$ cat config.mk
export PLATFORM = sky130hd
export DESIGN_NAME = cvg_chan_regs
export DESIGN_NICKNAME = d
export VERILOG_FILES = /design/src/cvg_pkg.sv /design/src/cvg_delay_line.sv /design/src/cvg_chan_regs.sv
export SDC_FILE = /design/constraint.sdc
export NUM_CORES = 2
export LEC_CHECK = 0
export BUFFER_PORTS_ARGS = -buffer_cell sky130_fd_sc_hd__buf_4
export CAP_MARGIN = 25
export CELL_PAD_IN_SITES_DETAIL_PLACEMENT = 1
export CELL_PAD_IN_SITES_GLOBAL_PLACEMENT = 1
export CORE_MARGIN = 5
export CORE_UTILIZATION = 53
export DETAILED_ROUTE_END_ITERATION = 8
export PLACE_DENSITY = 0.8
export SLEW_MARGIN = 5
export SYNTH_ARGS = -nofsm -noshare
export SYNTH_HDL_FRONTEND = slang
export SYNTH_SLANG_ARGS = --single-unit
$ cat constraint.sdc
create_clock -name core_clk_i -period 14.9 [get_ports core_clk_i]
set_input_delay 2.98 -clock core_clk_i [delete_from_list [all_inputs] [get_ports core_clk_i]]
set_output_delay 2.98 -clock core_clk_i [all_outputs]
set_load 0.03 [all_outputs]
$ cat src/cvg_pkg.sv
package cvg_pkg;

  localparam logic [7:0] CVG_CH2_DELAY_ADDR = 8'h45;
  localparam logic [7:0] CVG_CH3_VOL_ADDR = 8'h48;
  localparam logic [7:0] CVG_CH3_GAIN_ADDR = 8'h49;
  localparam logic [7:0] CVG_CH3_DELAY_ADDR = 8'h4a;

  localparam logic [7:0] CVG_VOL_RST = 8'hc9;
  localparam logic [7:0] CVG_GAIN_REG_RST = 8'h80;
  localparam logic [7:0] CVG_DELAY_RST = 8'h00;

  localparam int CVG_TRIM_MSB = 7;
  localparam int CVG_TRIM_LSB = 4;
  localparam logic [7:0] CVG_VOL_MUTE = 8'h00;
  localparam logic [7:0] CVG_VOL_UNITY = 8'hc9;
  localparam logic [3:0] CVG_TRIM_UNITY = 4'h8;

  localparam int CVG_DELAY_DEPTH = 255;
  localparam int CVG_SAMPLE_W = 24;
  localparam int CVG_VOL_GAIN_W = 29;
  localparam int CVG_TRIM_GAIN_W = 17;
  localparam int CVG_VOL_FRAC = 24;
  localparam int CVG_TRIM_FRAC = 16;
  localparam int CVG_SAMPLE_LAT = 2;

  // Offset that puts unity volume on an octave boundary
  localparam logic [8:0] CVG_VOL_OFS = 9'h00f;
  localparam logic [8:0] CVG_STEPS_PER_OCT = 9'h00c;
  localparam int CVG_VOL_SHR = 10;

  typedef struct packed {
    logic wr;
    logic rd;
    logic [7:0] addr;
    logic [7:0] wdata;
  } cvg_reg_req_t;

  typedef struct packed {
    logic valid;
    logic signed [CVG_SAMPLE_W-1:0] data;
  } cvg_sample_t;

  // Q16 gain of each half-dB step inside one 6 dB octave
  function automatic logic [16:0] cvg_step_tbl(input logic [3:0] r);
    logic [16:0] v;
    v = 17'h1_0000;
    unique case (r)
      4'h0: v = 17'h1_0000;
      4'h1: v = 17'h1_0f2c;
      4'h2: v = 17'h1_1f3d;
      4'h3: v = 17'h1_3041;
      4'h4: v = 17'h1_4248;
      4'h5: v = 17'h1_5561;
      4'h6: v = 17'h1_699c;
      4'h7: v = 17'h1_7f09;
      4'h8: v = 17'h1_95bb;
      4'h9: v = 17'h1_adc5;
      4'ha: v = 17'h1_c73d;
      4'hb: v = 17'h1_e235;
      default: v = 17'h1_0000;
    endcase
    return v;
  endfunction

  // Q24 linear gain of a volume code; octaves are taken as a plain shift,
  // which drifts by 0.02 dB per octave away from unity
  function automatic logic [CVG_VOL_GAIN_W-1:0] cvg_vol_gain(
      input logic [7:0] code);
    logic [8:0] s;
    logic [8:0] q;
    logic [8:0] r;
    logic [47:0] w;
    s = {1'b0, code} + CVG_VOL_OFS;
    q = s / CVG_STEPS_PER_OCT;
    r = s % CVG_STEPS_PER_OCT;
    w = ({31'h0000_0000, cvg_step_tbl(r[3:0])} << q) >> CVG_VOL_SHR;
    if (code == CVG_VOL_MUTE) begin
      w = 48'h0000_0000_0000;
    end
    return w[CVG_VOL_GAIN_W-1:0];
  endfunction

  // Q16 linear gain of a trim code, 0.1 dB per step
  function automatic logic [CVG_TRIM_GAIN_W-1:0] cvg_trim_gain(
      input logic [3:0] code);
    logic [16:0] v;
    v = 17'h1_0000;
    unique case (code)
      4'h0: v = 17'h0_e97a;
      4'h1: v = 17'h0_ec2e;
      4'h2: v = 17'h0_eee9;
      4'h3: v = 17'h0_f1ae;
      4'h4: v = 17'h0_f47a;
      4'h5: v = 17'h0_f74f;
      4'h6: v = 17'h0_fa2c;
      4'h7: v = 17'h0_fd12;
      4'h8: v = 17'h1_0000;
      4'h9: v = 17'h1_02f7;
      4'ha: v = 17'h1_05f7;
      4'hb: v = 17'h1_08ff;
      4'hc: v = 17'h1_0c11;
      4'hd: v = 17'h1_0f2c;
      4'he: v = 17'h1_124f;
      4'hf: v = 17'h1_157c;
    endcase
    return v;
  endfunction

endpackage

$ cat src/cvg_delay_line.sv
`timescale 1ns/1ps
`default_nettype none
module cvg_delay_line (
  input wire logic core_clk_i, // Device clock
  input wire logic rst_n_i, // Async reset, active low
  input wire logic mod_tick_i, // One pulse per modulator clock cycle
  input wire logic pdm_bit_i, // Incoming modulator bit
  input wire logic [7:0] code_i, // Delay in modulator cycles
  output logic pdm_bit_o // Delayed bit
);
  import cvg_pkg::*;

  logic [CVG_DELAY_DEPTH-1:0] taps;
  logic [7:0] tap_idx;
  logic tap_bit;
  logic next_bit;

  assign tap_idx = code_i - 8'h01;
  assign tap_bit = taps[tap_idx];
  assign next_bit = (code_i == 8'h00) ? pdm_bit_i : tap_bit;

  always_ff @(posedge core_clk_i or negedge rst_n_i) begin
    if (!rst_n_i) begin
      taps <= '0;
      pdm_bit_o <= 1'b0;
    end else if (mod_tick_i) begin
      taps <= {taps[CVG_DELAY_DEPTH-2:0], pdm_bit_i};
      pdm_bit_o <= next_bit;
    end
  end

  // Bit seen at the previous tick, for checking only
  logic prev_in;
  always_ff @(posedge core_clk_i or negedge rst_n_i) begin
    if (!rst_n_i) begin
      prev_in <= 1'b0;
    end else if (mod_tick_i) begin
      prev_in <= pdm_bit_i;
    end
  end
endmodule // cvg_delay_line
`default_nettype wire

$ cat src/cvg_chan_regs.sv
`timescale 1ns/1ps
`default_nettype none
// Summary of operation
// Zero delay code adds no delay
// Code N delays N modulator cycles
// Channel 2 delay field bits 7:0, RW, reset zero
// Channel 3 volume at 0x48, reset 0xC9
// Volume code zero mutes the channel
// Code 1 is -100 dB, 255 is 27 dB
// Half dB per step, 202 is +0.5 dB
// Code 201, the reset value, is unity
// Gain trim at 0x49, reset 0x80, bits 7:4
// Trim runs -0.8 dB to +0.7 dB linearly
// Trim step 0.1 dB, 8 is unity
// Trim low nibble reads zero, ignores writes
// Channel 3 delay at 0x4A, reset zero
// Channel 2 delay at 0x45, reset zero
// Volume and trim multiply onto each sample
// Register changes never corrupt other channels
module cvg_chan_regs (
  input wire logic core_clk_i, // Device clock, 200 MHz
  input wire logic rst_n_i, // Async reset, active low
  input wire cvg_pkg::cvg_reg_req_t reg_req_i, // Control port access
  output logic [7:0] reg_rdata_o, // Read data, valid cycle after rd
  output logic reg_hit_o, // Read hit a mapped address
  input wire logic mod_tick_i, // Modulator clock cycle pulse
  input wire logic ch2_pdm_i, // Channel 2 modulator bit
  input wire logic ch3_pdm_i, // Channel 3 modulator bit
  output logic ch2_pdm_o, // Channel 2 delayed bit
  output logic ch3_pdm_o, // Channel 3 delayed bit
  input wire cvg_pkg::cvg_sample_t ch3_sample_i, // Decimated sample in
  output cvg_pkg::cvg_sample_t ch3_sample_o // Scaled sample out
);
  import cvg_pkg::*;

  logic [7:0] second_chan_delay_reg;
  logic [7:0] third_chan_volume_reg;
  logic [7:0] third_chan_gain_reg;
  logic [7:0] third_chan_delay_reg;

  wire logic [7:0] second_chan_delay_trim = second_chan_delay_reg;
  wire logic [7:0] third_chan_volume_code = third_chan_volume_reg;
  wire logic [3:0] third_chan_gain_trim =
    third_chan_gain_reg[CVG_TRIM_MSB:CVG_TRIM_LSB];
  wire logic [7:0] third_chan_delay_trim = third_chan_delay_reg;

  // Address decode
  wire logic sel_ch2_delay = reg_req_i.addr == CVG_CH2_DELAY_ADDR;
  wire logic sel_ch3_vol = reg_req_i.addr == CVG_CH3_VOL_ADDR;
  wire logic sel_ch3_gain = reg_req_i.addr == CVG_CH3_GAIN_ADDR;
  wire logic sel_ch3_delay = reg_req_i.addr == CVG_CH3_DELAY_ADDR;
  wire logic sel_any = sel_ch2_delay | sel_ch3_vol | sel_ch3_gain
    | sel_ch3_delay;

  // Reserved nibble is not stored, so it can only read back as zero
  wire logic [7:0] gain_wdata =
    {reg_req_i.wdata[CVG_TRIM_MSB:CVG_TRIM_LSB], 4'h0};

  logic [7:0] next_rdata;
  assign next_rdata =
    ({8{sel_ch2_delay}} & second_chan_delay_reg) |
    ({8{sel_ch3_vol}} & third_chan_volume_reg) |
    ({8{sel_ch3_gain}} & third_chan_gain_reg) |
    ({8{sel_ch3_delay}} & third_chan_delay_reg);

  always_ff @(posedge core_clk_i or negedge rst_n_i) begin
    if (!rst_n_i) begin
      second_chan_delay_reg <= CVG_DELAY_RST;
      third_chan_volume_reg <= CVG_VOL_RST;
      third_chan_gain_reg <= CVG_GAIN_REG_RST;
      third_chan_delay_reg <= CVG_DELAY_RST;
    end else if (reg_req_i.wr) begin
      if (sel_ch2_delay) begin
        second_chan_delay_reg <= reg_req_i.wdata;
      end
      if (sel_ch3_vol) begin
        third_chan_volume_reg <= reg_req_i.wdata;
      end
      if (sel_ch3_gain) begin
        third_chan_gain_reg <= gain_wdata;
      end
      if (sel_ch3_delay) begin
        third_chan_delay_reg <= reg_req_i.wdata;
      end
    end
  end

  // Unmapped reads return zero with the hit flag low
  always_ff @(posedge core_clk_i or negedge rst_n_i) begin
    if (!rst_n_i) begin
      reg_rdata_o <= 8'h00;
      reg_hit_o <= 1'b0;
    end else if (reg_req_i.rd) begin
      reg_rdata_o <= next_rdata;
      reg_hit_o <= sel_any;
    end
  end

  // Each channel has its own delay line, so a new code for one channel
  // cannot disturb the other
  cvg_delay_line u_ch2_delay (
    .core_clk_i(core_clk_i),
    .rst_n_i(rst_n_i),
    .mod_tick_i(mod_tick_i),
    .pdm_bit_i(ch2_pdm_i),
    .code_i(second_chan_delay_trim),
    .pdm_bit_o(ch2_pdm_o)
  );

  cvg_delay_line u_ch3_delay (
    .core_clk_i(core_clk_i),
    .rst_n_i(rst_n_i),
    .mod_tick_i(mod_tick_i),
    .pdm_bit_i(ch3_pdm_i),
    .code_i(third_chan_delay_trim),
    .pdm_bit_o(ch3_pdm_o)
  );

  // Sample path: volume in stage one, trim in stage two
  localparam int P1_W = CVG_SAMPLE_W + CVG_VOL_GAIN_W + 1;
  localparam int P2_W = 32 + CVG_TRIM_GAIN_W + 1;
  localparam logic signed [31:0] SAT_MAX = 32'sh007f_ffff;
  localparam logic signed [31:0] SAT_MIN = -32'sh0080_0000;

  wire logic [CVG_VOL_GAIN_W-1:0] vol_lin =
    cvg_vol_gain(third_chan_volume_code);
  wire logic [CVG_TRIM_GAIN_W-1:0] trim_lin =
    cvg_trim_gain(third_chan_gain_trim);

  wire logic signed [P1_W-1:0] prod1 =
    P1_W'(ch3_sample_i.data) * $signed({1'b0, vol_lin});
  wire logic signed [P1_W-1:0] prod1_sh = prod1 >>> CVG_VOL_FRAC;

  logic s1_valid;
  logic signed [31:0] s1_data;
  logic [CVG_TRIM_GAIN_W-1:0] s1_trim;

  // Gains are captured with the sample, so a write mid-pipe cannot mix
  // the old and new setting on one sample
  always_ff @(posedge core_clk_i or negedge rst_n_i) begin
    if (!rst_n_i) begin
      s1_valid <= 1'b0;
      s1_data <= 32'sh0000_0000;
      s1_trim <= 17'h1_0000;
    end else begin
      s1_valid <= ch3_sample_i.valid;
      if (ch3_sample_i.valid) begin
        s1_data <= prod1_sh[31:0];
        s1_trim <= trim_lin;
      end
    end
  end

  wire logic signed [P2_W-1:0] prod2 =
    P2_W'(s1_data) * $signed({1'b0, s1_trim});
  wire logic signed [P2_W-1:0] prod2_sh = prod2 >>> CVG_TRIM_FRAC;
  wire logic signed [31:0] p2_w = prod2_sh[31:0];
  wire logic [CVG_SAMPLE_W-1:0] sat_data =
    (p2_w > SAT_MAX) ? SAT_MAX[CVG_SAMPLE_W-1:0] :
    (p2_w < SAT_MIN) ? SAT_MIN[CVG_SAMPLE_W-1:0] :
    p2_w[CVG_SAMPLE_W-1:0];

  always_ff @(posedge core_clk_i or negedge rst_n_i) begin
    if (!rst_n_i) begin
      ch3_sample_o <= '0;
    end else begin
      ch3_sample_o.valid <= s1_valid;
      if (s1_valid) begin
        ch3_sample_o.data <= sat_data;
      end
    end
  end
endmodule // cvg_chan_regs
`default_nettype wire

==> flow_summary_export.csv <==
group,metric,value,unit
outcome,outcome,"finished, final reports clean",
setup_path,slowest_stage,"o21ai_1",
setup_path,path_buf_inv,7,
clock_network,ctsLongestPathBuffers,3,
logic_synthesis,synth_warnings,0,
routing,drc,0,
setup_path,crit_top_cell,"fa_1",
routing,via_per_inst,5.780,
logic_synthesis,yosys.cell_types.count,100,
logic_synthesis,synth_edf_count,0,
layout,final_layout_size_suffix_gt1_share,16.70,%
die,start_util,53.41,%
layout,num-fill-cells,13810,
routing,drt-total-wl,192500,microns
setup_path,path_class,"flop to flop",
sta,report.final.slew_viol_count,0,
logic_synthesis,ys_ff_latch,620,
layout,antennaDiodeCount,0,
die,ios,84,
logic_synthesis,synth_top_family_by_area,"adder cells",
sta,setup_viol,0,
min_path,hp-class,"flop to flop",
clock_network,cts.sinks,620,
routing,drt-wirelength-per-cell,23.19,microns
global_route,antenna_found_initial,2,
sta,final_hold_viol_count,0,
clock_network,post_cts_buffers,0,
sta,maxSlewHeadroom,27.06,%
sta,timing.setup.tns,0,ns
logic_synthesis,syn_inst,6624,
setup_path,crit_arrival,14.39,ns
global_route,grt-ovfl-total,0,
clock_network,cts_root_buffer,"clkbuf_16",
layout,stdcell_area,74190,sq um
setup_path,r2r_slack,1.11,ns
sta,fin_crit,13.79,ns
global_route,grt_pass1_wl,312200,microns
setup_path,r2r_end,"s1_data[29]",
logic_synthesis,synth-compound-area-share,4.625,%
logic_synthesis,syn_nets,8087,
logic_synthesis,synth_xor_area_share,1.011,%
placed_design,port_buffers,83,
layout,reg_top3,"u_ch2_delay.taps (255), u_ch3_delay.taps (255), s1_data (30)",
die,die_y,371.7,microns
routing,ant_nets,0,
clock_network,clock_latency,0.68,ns
placed_design,place_congestion,0.9103,
logic_synthesis,async_flop_share,100.0,%
clock_network,htreeDepth,3,
clock_network,holdBufCountCts,0,
clock_network,cts_buffers,70,
clock_network,path_clk_slew,0.07,ns
global_route,grt_usage,28.73,%
logic_synthesis,synth-seq-area-share,22.39,%
routing,drtIter0Drc,2908,
setup_path,critPathMaxStageDelay,0.85,ns
setup_path,worstReg2RegStart,"third_chan_volume_code[0]",
job,cap_violations,0,
sta,finClkSkew,0.01696,ns
setup_path,end_kind,"flop",
placed_design,placed_area,71560,sq um
setup_path,crit_family,"compound AO/OA/AOI/OAI gates",
layout,final_core_util,57.15,%
die,die-area,138200,sq um
logic_synthesis,synthAdderAreaFrac,37.22,%
die,fp-row-count,132,
sta,period_share,92.52,%
logic_synthesis,syn_avg_cell_area,10.47,sq um
routing,first_pass_iters,8,
setup_path,cp_max_fo,24,
sta,max_freq,0.07254,GHz
die,fp.dieW,371.7,microns
min_path,hold_depth,2,
placed_design,dp_hpwl,139900,microns
min_path,min_from,"s1_trim[1]",
global_route,grt_pass1_vias,55800,
layout,layout.nets,7968,
clock_network,cts_tree,"done",
global_route,grt_max_degree,164,
die,core-area,129800,sq um
clock_network,ctsResizeCount,0,
sta,worst_pin_slew,1.094,ns
setup_path,required,15.51,ns
layout,areaGrowthSynthToFinish,7.005,%
setup_path,cp-start-kind,"flop",
min_path,hold_end,"s1_trim[1]",
logic_synthesis,synth_mux_area_share,15.13,%
logic_synthesis,syn_area,69340,sq um
setup_path,rr_worst_depth,49,
sta,grt_setup_unrepaired,"false",
routing,vias,47970,
logic_synthesis,synthSimpleGateAreaFrac,10.74,%
logic_synthesis,synth_flop_cell,"dfrtp_1",
## per-layer routing
layer  track usage, %  wire length [microns]  vias to the layer above  part of all wire, %
li1                 -                      -                    20530                    -
met1            36.00                  75390                    25660                   39
met2            51.07                 100500                     1319                   52
met3            3.306                   8470                      460                  4.4
met4            11.31                   8143                        2                  4.2
met5                0                     17                        -               0.0088
## synth_stat cells, types with 11 or more instances
master	instances	share of area [%]
a221oi_1	11	0.14
nand3_1	37	0.27
nand2_1	923	5.0
a21o_1	34	0.37
xor2_1	28	0.35
buf_1	18	0.097
mux2i_1	39	0.56
dfrtp_1	614	22
fa_1	1079	31
nand4_1	16	0.14
o21a_1	18	0.19
nand2b_1	26	0.23
inv_1	1272	6.9
o211ai_1	21	0.23
mux4_2	162	5.3
a31oi_1	14	0.13
or2_2	11	0.099
o21ai_0	87	0.63
clkbuf_1	337	1.8
o22ai_1	17	0.15
ha_1	336	6.1
xnor2_1	52	0.66
nor3_1	29	0.21
a21oi_1	149	1.1
and3_1	13	0.12
nor2_1	149	0.81
mux2_2	573	9.3
nor2b_1	22	0.20
a211oi_1	17	0.18
and2_1	344	3.1
## cells by family (layout without fill, tap and decap cells)
family                   after synthesis  after routing
flip-flops                           620            620
AND/OR/NAND/NOR                     1618           1618
AO/OA/AOI/OAI                        480            480
multiplexers                         774            774
buffers and inverters               1637           1571
adder cells (fa/ha/maj)             1415           1415
XOR/XNOR                              80             80
## per-stage QoR
stage / hold WS (ns) / setup WS [ns] / instances
after floorplan: 0.3712 / 3.703 / 6624
after global placement: 0.4647 / 1.721 / 8166
after detailed placement: 0.4710 / 1.392 / 8169
after CTS: 0.4844 / 1.309 / 8294
after global routing: 0.4989 / 0.4020 / 8300
final: 0.4798 / 1.115 / 8300
## cell type report
type	instances	area [sq um]	share of cell area, %
Inverter	1272	4775	6.435
Timing Repair Buffer	174	1439	1.939
Clock inverter	31	526.8	0.7100
Tap cell	1742	2180	2.938
Clock buffer	94	1973	2.659
Sequential cell	620	15530	20.93
Multi-Input combinational cell	4367	47770	64.39
## worst register-to-register path, delay by kind of cell, from the launching register on
family,cells,cell delay [ns]
muxes,2,0.86
DFF,1,0.77
adders and majority gates,9,4.48
AOI/OAI and AO/OA,20,4.95
and+or+nand+nor,11,1.79
buffers and inverters,7,0.88
## cell usage in the layout, fill, tap and decap left out, types with 162 or more instances in the layout
cell type	Yosys	layout
fa_1	1079	1079
dfrtp_1	614	612
mux2_2	573	573
nand2_1	923	923
ha_1	336	334
inv_1	1272	1272
buf_4	1	163
mux4_2	162	162
and2_1	344	344
## worst max-delay path by stage
stage	start	to	slack, ns	cells after the start
floorplan	third_chan_volume_code[0]	s1_data[29]	3.70	50
global placement	third_chan_volume_code[0]	s1_data[29]	1.72	49
detailed placement	third_chan_volume_code[0]	s1_data[29]	1.39	49
CTS	third_chan_volume_code[1]	s1_data[29]	1.31	49
global route	third_chan_volume_code[1]	s1_data[29]	0.40	47
finish	third_chan_volume_code[0]	s1_data[29]	1.11	49
Power is not shown: default switching activity piles up to over one toggle a cycle in this logic, so the estimate is an artifact.
